$ cat src/fes_regs.svh
/*
   Constants of the flash erase and unsecure sequencer: command codes, word
   indices, field positions, flag positions and reset values.
   Assumes it is included by its bare name after the package.
*/
`ifndef FES_REGS_SVH
`define FES_REGS_SVH
// ==========================================================================
// Command codes carried in the upper byte of word 0.
`define FES_CMD_ERASE_ALL 8'h08
`define FES_CMD_ERASE_BLK 8'h09
`define FES_CMD_ERASE_SEC 8'h0A
`define FES_CMD_UNSECURE 8'h0B
`define FES_CMD_KEY 8'h0C
// ==========================================================================
// Final word index that each command must show at launch.
`define FES_IDX_W0 3'h0
`define FES_IDX_W1 3'h1
`define FES_IDX_KEY3 3'h4
// ==========================================================================
// Field positions inside word 0 and alignment masks of word 1.
`define FES_CMD_MSB 15
`define FES_CMD_LSB 8
`define FES_BLK_MSB 6
`define FES_PHRASE_MASK 16'h0007
`define FES_WORD_MASK 16'h0001
// ==========================================================================
// Backdoor key enable value and byte address of key 0.
`define FES_BACKDOOR_KEY_ENABLE_FIELD_ON 2'h2
`define FES_KEY_BASE 23'h7FFF00
`define FES_KEY_STEP 23'h000002
`define FES_KEY_LAST 2'h3
// ==========================================================================
// Error flag positions and reset values.
`define FES_F_ACC 0
`define FES_F_FPV 1
`define FES_F_MG1 2
`define FES_F_MG0 3
`define FES_FLAGS_RST 4'h0
`define FES_COMMAND_COMPLETE_FLAG_RST 1'b1
`define FES_SEC_RST 1'b1
// ==========================================================================
// Default block codes of the program store and data store.
`define FES_PF_BLK_LO 7'h7C
`define FES_PF_BLK_HI 7'h7F
`define FES_DF_BLK 7'h10
`endif

$ cat src/fes_pkg.sv
/*
   Types of the flash erase and unsecure sequencer.
   Assumes nothing beyond a SystemVerilog compiler.
*/
`default_nettype none
package fes_pkg;
   // Sequencer states.
   typedef enum logic [3:0] {ST_IDLE, ST_W0, ST_W1, ST_CHECK, ST_PROT, ST_WAIT,
                             ST_KEY, ST_KWAIT, ST_DONE} fes_state_t;
   // Erase scope handed to the array.
   typedef enum logic [1:0] {OP_ALL, OP_BLOCK, OP_SECTOR} fes_op_t;
   // Kind of block named by address bits 22:16.
   typedef enum logic [1:0] {BLK_NONE, BLK_PF, BLK_DF} fes_blk_t;
   // Whole state of the sequencer.
   typedef struct packed {
      fes_state_t st;
      logic [2:0] idx;
      logic [15:0] w0;
      logic [15:0] w1;
      logic [1:0] kk;
      logic kbad;
      logic lock;
      logic sec;
      logic command_complete_flag;
      logic req;
      logic init;
      fes_op_t op;
      logic [22:0] addr;
   } fes_seq_st_t;
endpackage
`default_nettype wire

$ cat src/fes_if.sv
/*
   Carriers between the sequencer and its command word store and flag file.
   Assumes a single clock shared by all users.
*/
`timescale 1ns/1ps
`default_nettype none
// ==========================================================================
// Command word store port.
interface fes_mem_if #(parameter int W = 16, parameter int AW = 3);
   logic wr;
   logic [AW-1:0] waddr;
   logic [W-1:0] wdata;
   logic [AW-1:0] raddr;
   logic [W-1:0] rdata;
   modport ctl (output wr, waddr, wdata, raddr, input rdata);
   modport mem (input wr, waddr, wdata, raddr, output rdata);
endinterface
// ==========================================================================
// Sticky flag port.
interface fes_flag_if #(parameter int N = 4);
   logic [N-1:0] set;
   logic [N-1:0] clr;
   logic [N-1:0] q;
   modport ctl (output set, clr, input q);
   modport flg (input set, clr, output q);
endinterface
`default_nettype wire

$ cat src/fes_seq.sv
/*
   Flash erase and unsecure sequencer: loads command words, checks them at
   launch, runs full, block and sector erase with verify, unsecure and
   backdoor key verification, and keeps security and the key lockout.
   Assumes the array, protection and key read ports are on the same clock.
*/
`timescale 1ns/1ps
`default_nettype none
`include "fes_regs.svh"
// Overview of operation
// Code 08 erases and verifies everything; index other than 000 gives access error.
// A clean verify after code 08 releases security.
// Software must not write flash registers while these commands run.
// Completion flag stays low until the whole command, verify included, ends.
// Full erase and unsecure flag protection violation if any area is protected.
// Verify errors set the verify flag; uncorrectable ones set the second flag.
// Code 09 erases one block from bits 22:16 and 15:0; index 001.
// Block erase: bad block, misaligned store address give access error.
// Block erase flags protection violation if the block is protected.
// Code 0A erases the sector holding the address; index 001.
// Sector erase: address bits 2:0 not zero or bad block give access error.
// Sector erase flags protection violation if the sector is protected.
// Code 0B erases both arrays, index 000, unsecures on clean verify.
// Failed unsecure verify sets verify flag and keeps security.
// Code 0C takes four keys; index other than 100 gives access error.
// Key enable field other than 10 gives access error and ends.
// Keys compare in order from 0x7F_FF00; all matching releases security.
// A mismatch keeps security and locks key checks out until reset.
// Software must not run key checks from the key's own block.
// A launch error skips all work and sets the completion flag again.
module fes_seq
   import fes_pkg::*;
#(
   parameter logic [6:0] PF_LO = `FES_PF_BLK_LO,
   parameter logic [6:0] PF_HI = `FES_PF_BLK_HI,
   parameter logic [6:0] DF_BLK = `FES_DF_BLK
) (
   // Clock and reset.
   input wire logic clk_i,
   input wire logic rst_i,
   // Command word loading.
   input wire logic cmd_wr_i,
   input wire logic [2:0] command_word_index_i,
   input wire logic [15:0] command_parameter_words_i,
   // Launch and status.
   input wire logic launch_i,
   input wire logic [3:0] flag_clr_i,
   output logic command_complete_flag_o,
   output logic access_error_flag_o,
   output logic protection_violation_flag_o,
   output logic verify_error_flag_o,
   output logic verify_uncorrectable_flag_o,
   // Security.
   input wire logic [1:0] backdoor_key_enable_field_i,
   input wire logic secured_strap_i,
   output logic secured_o,
   output logic key_locked_o,
   // Protection lookup.
   input wire logic pflash_prot_any_i,
   input wire logic dflash_prot_any_i,
   input wire logic target_prot_i,
   // Erase and verify engine.
   output logic erase_req_o,
   output fes_op_t erase_op_o,
   output logic [22:0] erase_addr_o,
   input wire logic erase_done_i,
   input wire logic verify_err_i,
   input wire logic verify_uncorr_i,
   // Stored key read.
   output logic key_rd_req_o,
   output logic [22:0] key_rd_addr_o,
   input wire logic key_rd_valid_i,
   input wire logic [15:0] key_rd_data_i
);
   // ========================================================================
   // Declarations.
   fes_seq_st_t s_q;
   fes_seq_st_t s_d;
   logic acc_w;
   logic last_w;
   logic bad_w;
   logic [7:0] cmd_w;
   fes_blk_t kind_w;
   fes_mem_if #(.W(16), .AW(3)) mif ();
   fes_flag_if #(.N(4)) fif ();

   // Classify a block code as program store, data store or invalid.
   function automatic fes_blk_t blk_kind(input logic [6:0] blk);
      if (blk >= PF_LO && blk <= PF_HI) begin
         blk_kind = BLK_PF;
      end else if (blk == DF_BLK) begin
         blk_kind = BLK_DF;
      end else begin
         blk_kind = BLK_NONE;
      end
   endfunction

   // ========================================================================
   // Submodules.
   fes_cmd_mem #(.W(16), .AW(3)) u_mem (
      .clk_i(clk_i),
      .rst_i(rst_i),
      .m(mif)
   );
   fes_flags #(.N(4)) u_flags (
      .clk_i(clk_i),
      .rst_i(rst_i),
      .f(fif)
   );

   // Software writes reach the store only while no command is running.
   assign mif.wr = cmd_wr_i & s_q.command_complete_flag;
   assign mif.waddr = command_word_index_i;
   assign mif.wdata = command_parameter_words_i;
   assign fif.clr = flag_clr_i;

   // Decoded fields of the captured words.
   assign cmd_w = s_q.w0[`FES_CMD_MSB:`FES_CMD_LSB];
   assign kind_w = blk_kind(s_q.w0[`FES_BLK_MSB:0]);
   assign last_w = (s_q.kk == `FES_KEY_LAST);
   assign bad_w = s_q.kbad | (mif.rdata != key_rd_data_i);

   // ========================================================================
   // Sequencer next state.
   always_comb begin
      s_d = s_q;
      s_d.req = 1'b0;
      acc_w = 1'b0;
      fif.set = '0;
      mif.raddr = `FES_IDX_W0;
      if (!s_q.init) begin
         s_d.init = 1'b1;
         s_d.sec = secured_strap_i;
      end
      case (s_q.st)
         ST_IDLE: begin
            if (launch_i && s_q.command_complete_flag) begin
               s_d.command_complete_flag = 1'b0;
               s_d.idx = command_word_index_i;
               s_d.st = ST_W0;
            end
         end
         ST_W0: begin
            s_d.w0 = mif.rdata;
            mif.raddr = `FES_IDX_W1;
            s_d.st = ST_W1;
         end
         ST_W1: begin
            s_d.w1 = mif.rdata;
            s_d.st = ST_CHECK;
         end
         ST_CHECK: begin
            case (cmd_w)
               `FES_CMD_ERASE_ALL, `FES_CMD_UNSECURE: begin
                  acc_w = (s_q.idx != `FES_IDX_W0);
                  s_d.op = OP_ALL;
               end
               `FES_CMD_ERASE_BLK: begin
                  acc_w = (s_q.idx != `FES_IDX_W1) || (kind_w == BLK_NONE) ||
                          (kind_w == BLK_PF && (s_q.w1 & `FES_PHRASE_MASK) != 16'h0000) ||
                          (kind_w == BLK_DF && (s_q.w1 & `FES_WORD_MASK) != 16'h0000);
                  s_d.op = OP_BLOCK;
               end
               `FES_CMD_ERASE_SEC: begin
                  acc_w = (s_q.idx != `FES_IDX_W1) || (kind_w != BLK_PF) ||
                          ((s_q.w1 & `FES_PHRASE_MASK) != 16'h0000);
                  s_d.op = OP_SECTOR;
               end
               `FES_CMD_KEY: begin
                  acc_w = (s_q.idx != `FES_IDX_KEY3) ||
                          (backdoor_key_enable_field_i != `FES_BACKDOOR_KEY_ENABLE_FIELD_ON) ||
                          s_q.lock;
               end
               default: begin
                  acc_w = 1'b1;
               end
            endcase
            s_d.addr = {s_q.w0[`FES_BLK_MSB:0], s_q.w1};
            s_d.kk = 2'h0;
            s_d.kbad = 1'b0;
            if (acc_w) begin
               fif.set[`FES_F_ACC] = 1'b1;
               s_d.st = ST_DONE;
            end else if (cmd_w == `FES_CMD_KEY) begin
               s_d.addr = `FES_KEY_BASE;
               s_d.st = ST_KEY;
            end else begin
               s_d.st = ST_PROT;
            end
         end
         ST_PROT: begin
            if (s_q.op == OP_ALL ? (pflash_prot_any_i | dflash_prot_any_i)
                                 : target_prot_i) begin
               fif.set[`FES_F_FPV] = 1'b1;
               s_d.st = ST_DONE;
            end else begin
               s_d.req = 1'b1;
               s_d.st = ST_WAIT;
            end
         end
         ST_WAIT: begin
            if (erase_done_i) begin
               fif.set[`FES_F_MG1] = verify_err_i | verify_uncorr_i;
               fif.set[`FES_F_MG0] = verify_uncorr_i;
               if (s_q.op == OP_ALL && !verify_err_i && !verify_uncorr_i) begin
                  s_d.sec = 1'b0;
               end
               s_d.st = ST_DONE;
            end
         end
         ST_KEY: begin
            mif.raddr = 3'(`FES_IDX_W1 + s_q.kk);
            s_d.st = ST_KWAIT;
         end
         ST_KWAIT: begin
            mif.raddr = 3'(`FES_IDX_W1 + s_q.kk);
            if (key_rd_valid_i) begin
               s_d.kbad = bad_w;
               s_d.kk = 2'(s_q.kk + 2'h1);
               s_d.addr = 23'(s_q.addr + `FES_KEY_STEP);
               s_d.st = ST_KEY;
               if (last_w) begin
                  if (bad_w) begin
                     s_d.lock = 1'b1;
                     fif.set[`FES_F_ACC] = 1'b1;
                  end else begin
                     s_d.sec = 1'b0;
                  end
                  s_d.st = ST_DONE;
               end
            end
         end
         ST_DONE: begin
            s_d.command_complete_flag = 1'b1;
            s_d.st = ST_IDLE;
         end
         default: begin
            s_d.st = ST_IDLE;
         end
      endcase
   end

   // Register the sequencer; reset also clears the key lockout.
   always_ff @(posedge clk_i) begin
      if (rst_i) begin
         s_q <= '0;
         s_q.command_complete_flag <= `FES_COMMAND_COMPLETE_FLAG_RST;
         s_q.sec <= `FES_SEC_RST;
      end else begin
         s_q <= s_d;
      end
   end

   // ========================================================================
   // Outputs.
   assign command_complete_flag_o = s_q.command_complete_flag;
   assign access_error_flag_o = fif.q[`FES_F_ACC];
   assign protection_violation_flag_o = fif.q[`FES_F_FPV];
   assign verify_error_flag_o = fif.q[`FES_F_MG1];
   assign verify_uncorrectable_flag_o = fif.q[`FES_F_MG0];
   assign secured_o = s_q.sec;
   assign key_locked_o = s_q.lock;
   assign erase_req_o = s_q.req;
   assign erase_op_o = s_q.op;
   assign erase_addr_o = s_q.addr;
   assign key_rd_req_o = (s_q.st == ST_KWAIT);
   assign key_rd_addr_o = s_q.addr;
endmodule // fes_seq
`default_nettype wire

$ cat src/fes_cmd_mem.sv
/*
   Command word store: one write port, one read port with registered data.
   Assumes writes and reads come from logic on the same clock.
*/
`timescale 1ns/1ps
`default_nettype none
module fes_cmd_mem #(
   parameter int W = 16,
   parameter int AW = 3
) (
   // Clock and reset.
   input wire logic clk_i,
   input wire logic rst_i,
   // Store port.
   fes_mem_if.mem m
);
   typedef struct packed {
      logic [(1<<AW)-1:0][W-1:0] words;
      logic [W-1:0] rd;
   } fes_mem_st_t;
   fes_mem_st_t s_q;
   fes_mem_st_t s_d;

   // Write the addressed word and fetch the read word into a register.
   always_comb begin
      s_d = s_q;
      if (m.wr) begin
         s_d.words[m.waddr] = m.wdata;
      end
      s_d.rd = s_q.words[m.raddr];
   end

   // Register the store.
   always_ff @(posedge clk_i) begin
      if (rst_i) begin
         s_q <= '0;
      end else begin
         s_q <= s_d;
      end
   end

   assign m.rdata = s_q.rd;
endmodule // fes_cmd_mem
`default_nettype wire

$ cat src/fes_flags.sv
/*
   Sticky error flags: a set pulse wins over a clear in the same cycle.
   Assumes set and clear come from logic on the same clock.
*/
`timescale 1ns/1ps
`default_nettype none
`include "fes_regs.svh"
module fes_flags #(
   parameter int N = 4
) (
   // Clock and reset.
   input wire logic clk_i,
   input wire logic rst_i,
   // Flag port.
   fes_flag_if.flg f
);
   typedef struct packed {
      logic [N-1:0] q;
   } fes_flg_st_t;
   fes_flg_st_t s_q;
   fes_flg_st_t s_d;

   // Each flag holds until cleared, and a new event beats the clear.
   always_comb begin
      s_d = s_q;
      for (int i = 0; i < N; i++) begin
         s_d.q[i] = f.set[i] | (s_q.q[i] & ~f.clr[i]);
      end
   end

   // Register the flags.
   always_ff @(posedge clk_i) begin
      if (rst_i) begin
         s_q.q <= N'(`FES_FLAGS_RST);
      end else begin
         s_q <= s_d;
      end
   end

   assign f.q = s_q.q;
endmodule // fes_flags
`default_nettype wire

$ cat config.mk
export PLATFORM = sky130hd
export DESIGN_NAME = fes_seq
export DESIGN_NICKNAME = d
export VERILOG_FILES = /design/src/fes_pkg.sv /design/src/fes_if.sv /design/src/fes_seq.sv /design/src/fes_cmd_mem.sv /design/src/fes_flags.sv
export VERILOG_INCLUDE_DIRS = /design/src
export SDC_FILE = /design/constraint.sdc
export NUM_CORES = 1
export LEC_CHECK = 0
export BUFFER_PORTS_ARGS = -buffer_cell sky130_fd_sc_hd__buf_4
export CAP_MARGIN = 30
export CORE_MARGIN = 1
export CORE_UTILIZATION = 30
export CTS_CLUSTER_SIZE = 30
export DETAILED_ROUTE_END_ITERATION = 6
export PLACE_DENSITY_LB_ADDON = 0.25
export SLEW_MARGIN = 0
export SYNTH_ARGS = -nofsm -noshare
export SYNTH_HDL_FRONTEND = slang
export SYNTH_HIERARCHICAL = 1
export SYNTH_SLANG_ARGS = --single-unit
$ cat constraint.sdc
create_clock -name clk_i -period 1.9 [get_ports clk_i]
set_input_delay 0.57 -clock clk_i [delete_from_list [all_inputs] [get_ports clk_i]]
set_output_delay 0.57 -clock clk_i [all_outputs]
set_load 0.005 [all_outputs]
After elaboration in Yosys (flattened, before gate mapping) --
Index checks and enable logic that the tools add are counted.
Word-level totals: register bits 220, input port bits 53, logic and storage cells 153
Cells by class: add/subtract/negate cells 3, muxes and demuxes 47, bitwise operators 17, $lt $le $gt $ge 5, reductions and logical operators 33, equal/unequal tests 25
Operator list (number):
- 128-bit bitwise mux | 1
- 23-bit two-way mux | 3
- 16-bit binary-select mux with 3-bit select | 1
- 16-bit demux with 3-bit select | 1
- 23-bit case mux with 2 select lines | 1
- 8-bit by 4-bit == test with 1-bit output (second input constant) | 5
- 16-bit two-way mux | 2
- 4-bit case mux with 8 select lines | 1
- 26-bit two-way mux | 1
- 23-bit by 2-bit adder with 23-bit output (second input constant) | 1
- 4-bit two-way mux | 5
- 4-bit by 3-bit == test with 1-bit output (second input constant) | 4
- 16-bit != test | 1
- 16-bit nonzero test | 1
- 1-bit two-way mux | 15
- 2-bit two-way mux | 7
- 3-bit case mux with 2 select lines | 2
- 4-bit by 2-bit == test with 1-bit output (second input constant) | 2
- 3-bit by 4-bit less-than comparator with 1-bit output (second input constant) | 2
- 2-bit AND reduction | 4
- 7-bit by 5-bit == test with 1-bit output (second input constant) | 1
- 7-bit greater-or-equal comparator (second input constant) | 1
- 7-bit less-or-equal comparator (second input constant) | 1
- 1-bit logical AND | 7
- 28 further kinds | 60

Depth between registers and ports, before layout --
word-level depth 12, depth in mapped cells 9, mapped depth without buffers 8

Modules after synthesis --
The synthesis kept the hierarchy.
Modules (own cells, without submodules):
- fes_cmd_mem | instances 1, cells each 697, area an instance 6162.2 um2
- fes_seq | instances 1, cells each 508, area an instance 3982.6 um2
- fes_flags | instances 1, cells each 16, area an instance 140.1 um2

Worst setup path after synthesis --
No wires, ideal clock.
path kind register to register, start reg, netlist name s_q[69], end reg u_mem.s_q (netlist bit u_mem/m.rdata[10]), setup time 0.128 ns, clock period less this slack 1.925 ns, arrival 1.797 ns, required time 1.772 ns, path slack -0.025 ns, cell stages (with the launch flop) 8, path through dfxtp_1 buf_2 and3_1 buf_6 buf_6 mux4_1 mux2i_1 nor2_1
RTL lines:
- to (signal assigned) | RTL line fes_cmd_mem.sv:36 | s_q <= '0;
- to (signal assigned) | RTL line fes_cmd_mem.sv:38 | s_q <= s_d;
- to (decl) | RTL line fes_cmd_mem.sv:21 | fes_mem_st_t s_q;

==> results_dict.tcl <==
set metrics [dict create \
    outcome "finished, violations left" \
    violations "setup timing" \
    antenna_found_initial 0 \
    synth-main-ff-cell "dfxtp_1" \
    fill_cells 3416 \
    critical_path_class "register to primary output" \
    numCtsBuffers 25 \
    ys_types 67 \
    p_int_w 0.00786 \
    period_minus_slack_ns 2.08 \
    synth.cell_area_mm2 0.0103 \
    fp.dieW_um 187 \
    dp.cells 1735 \
    core.rowCount 67 \
    synthTopCellsByArea "dfxtp_1 43%, nand2_1 12%, a21oi_1 9.0%" \
    grt_pass1_wl_mm 47.8 \
    htreeDepth 1 \
    port_buffers 109 \
    drtIter0Drc 669 \
    syn_nets 1276 \
    dp_hpwl_mm 20.4 \
    grt_pass1_vias 8451 \
    ys_ff_latch 219 \
    min_period_over_period_pct 109 \
    drive_gt1_share_pct 25.6 \
    firstDrtPassIters 5 \
    seqPwrFrac_pct 46.1 \
    crit_fanout 3 \
    core_mm2 0.0336 \
    fmax_mhz 481 \
    post_drt_via_cell_ratio 4.83 \
    ys_seq_area_share_pct 42.6 \
    grt_max_degree 110 \
    power_switching_w 0.00239 \
    wl_mm 30.7 \
    nets 1374 \
    synthMostInstantiatedCell "nand2_1" \
    clk_root_buffer_cell "clkbuf_16" \
    grt_usage_pct 17.2 \
    pwr-share-comb_pct 7.3 \
    start_util_pct 30.6 \
    ios 110 \
    synth_edf_count 0 \
    maxCapViolCount 0 \
    drc 0 \
    diodes 0 \
    ir_worst_vdd_v 0.000576 \
    setup_viol 17 \
    crit_path_end_kind "primary output" \
    start_kind "register" \
    fin_util_pct 38.2 \
    final_antenna_net_count 0 \
    cts_tree "done" \
    grt_setup_unrepaired "yes" \
    reg2reg_slack_ns -0.11 \
    synth_area_per_cell_um2 8.42 \
    synth_top_area_share_pct 42.6 \
    postSynth.asyncResetShare_pct 0 \
    yosys-top-cells-count "340 x nand2_1, 219 x dfxtp_1, 184 x a21oi_1" \
    yosysTopAreaCell "dfxtp_1" \
    final_cells 1785 \
    p_clk_share_pct 46.7 \
    cp.arrival_ns 1.51 \
    area_delta_synth_final_pct 24.9 \
    synthCells 1221 \
    worst_pin_slew_ns 0.615 \
    insertion_delay_ns 0.52 \
    vias 8630 \
    hold_violations 0 \
    p_leak_nw 4.75 \
    swShare_pct 23.3 \
    routabilityCongestion 0.819 \
    cts_sinks 219 \
    wl_per_cell_um 17.2 \
    fp.dieH_um 187 \
    clockBufferDepth 3 \
    finClkSkew_ns 0.00854 \
    cp_data_required_time_ns 1.33 \
    setup_ws_ns -0.178 \
    ys_warn_count 6 \
    drv_slew 0 \
    slew_headroom_pct 58.9 \
    dieArea_mm2 0.0350 \
    overflow 0 \
    power_density_mw_per_mm2 798 \
    path_clk_slew_ns 0.06 \
    pre_cts_ws_ns -0.273 \
    hold_path_class "input port to register" \
]
[layout make-up]
| cell class | count | area [µm²] | share of cell area [%] |
|---|---|---|---|
| Inverter | 10 | 42.5 | 0.331 |
| Sequential cell | 219 | 4390 | 34.2 |
| Tap cell | 448 | 561 | 4.36 |
| Clock inverter | 7 | 70.1 | 0.545 |
| Multi-Input combinational cell | 829 | 4930 | 38.4 |
| Timing Repair Buffer | 234 | 2100 | 16.4 |
| Clock buffer | 38 | 754 | 5.87 |
[power by group through the flow]
stage	Sequential [W]	Combinational [W]	Clock, W
finish	0.00472	0.000747	0.00478
global route	0.00472	0.000815	0.00509
CTS	0.00472	0.000748	0.00489
detailed placement	0.00482	0.000742	0
global placement	0.00482	0.000739	0
floorplan	0.00480	0.000428	0
[metal layers]
metal	track usage (%)	wire length, µm
met5	0	0
met4	3.72	577
met3	1.91	1220
met2	28.7	14300
met1	23.7	14600
[registers in the layout (all words and copies together) (netlist names)]
name / cells
command_complete_flag_o: 1
u_mem/m.rdata: 16
cmd_w: 8
u_flags/f.q: 4
erase_op_o: 2
u_mem/s_q: 128
erase_req_o: 1
erase_addr_o: 23
key_locked_o: 1
s_q: 34
secured_o: 1
[layout by cell type, fill, tap and decap left out, drive strengths merged, types with 15 or more instances in the layout]
cell	count
mux4	32
dfxtp	219
nor2	56
nand2	340
xor2	15
a21oi	184
mux2i	24
buf	234
nand3	22
clkbuf	38
[repair_timing]
| action | 4_1_cts | 5_1_grt |
|---|---|---|
| setup buffers | 4 | 1 |
| setup endpoints to repair | 19 | 33 |
| hold buffers | 0 | 0 |
| resized for setup | 15 | 18 |
| pin swaps | 0 | 4 |
| endpoints found under the hold margin | 0 | 0 |
[metrics by stage]
| step | area, µm² | hold slack (ns) | setup TNS, ns | total power [W] |
|---|---|---|---|---|
| finish | 12800 | 0.318 | -1.48 | 0.0102 |
| global route | 12800 | 0.330 | -2.84 | 0.0106 |
| detailed placement | 11900 | 0.445 | -5.15 | 0.00556 |
| CTS | 12800 | 0.299 | -1.58 | 0.0104 |
| global placement | 11900 | 0.438 | -4.80 | 0.00556 |
| floorplan | 10300 | 0.431 | 0 | 0.00523 |
[logic make-up (layout without fill, tap and decap cells)]
family	after synthesis	after routing	share of synthesized area, %
compound gates	242	242	13.2
simple gates	507	507	22.2
buf+inv	173	289	10.3
fa+ha+maj	2	2	0.243
xor+xnor	22	22	1.87
flops	219	219	42.6
mux	56	56	9.53
[path summary, 6_finish.rpt]
check,end,start,depth (start not counted)
max,key_rd_req_o,s_q[71]$_SDFFE_PP0P_,6
min,u_flags/f.q[3]$_SDFF_PP0_,flag_clr_i[3],3
max reg2reg,u_mem/m.rdata[12]$_SDFF_PP0_,s_q[32]$_SDFFE_PP0P_,7
min reg2reg,u_mem/s_q[26]$_SDFFE_PP0P_,u_mem/s_q[26]$_SDFFE_PP0P_,2
[worst max-delay path, stage by stage (launching register included)]
cell	delay [ns]
dfxtp_2	0.31
and2b_4	0.25
buf_6	0.10
nand3_4	0.08
clkinv_4	0.07
buf_8	0.09
buf_6	0.08
Note: power is estimated with default switching activity, not from simulation.
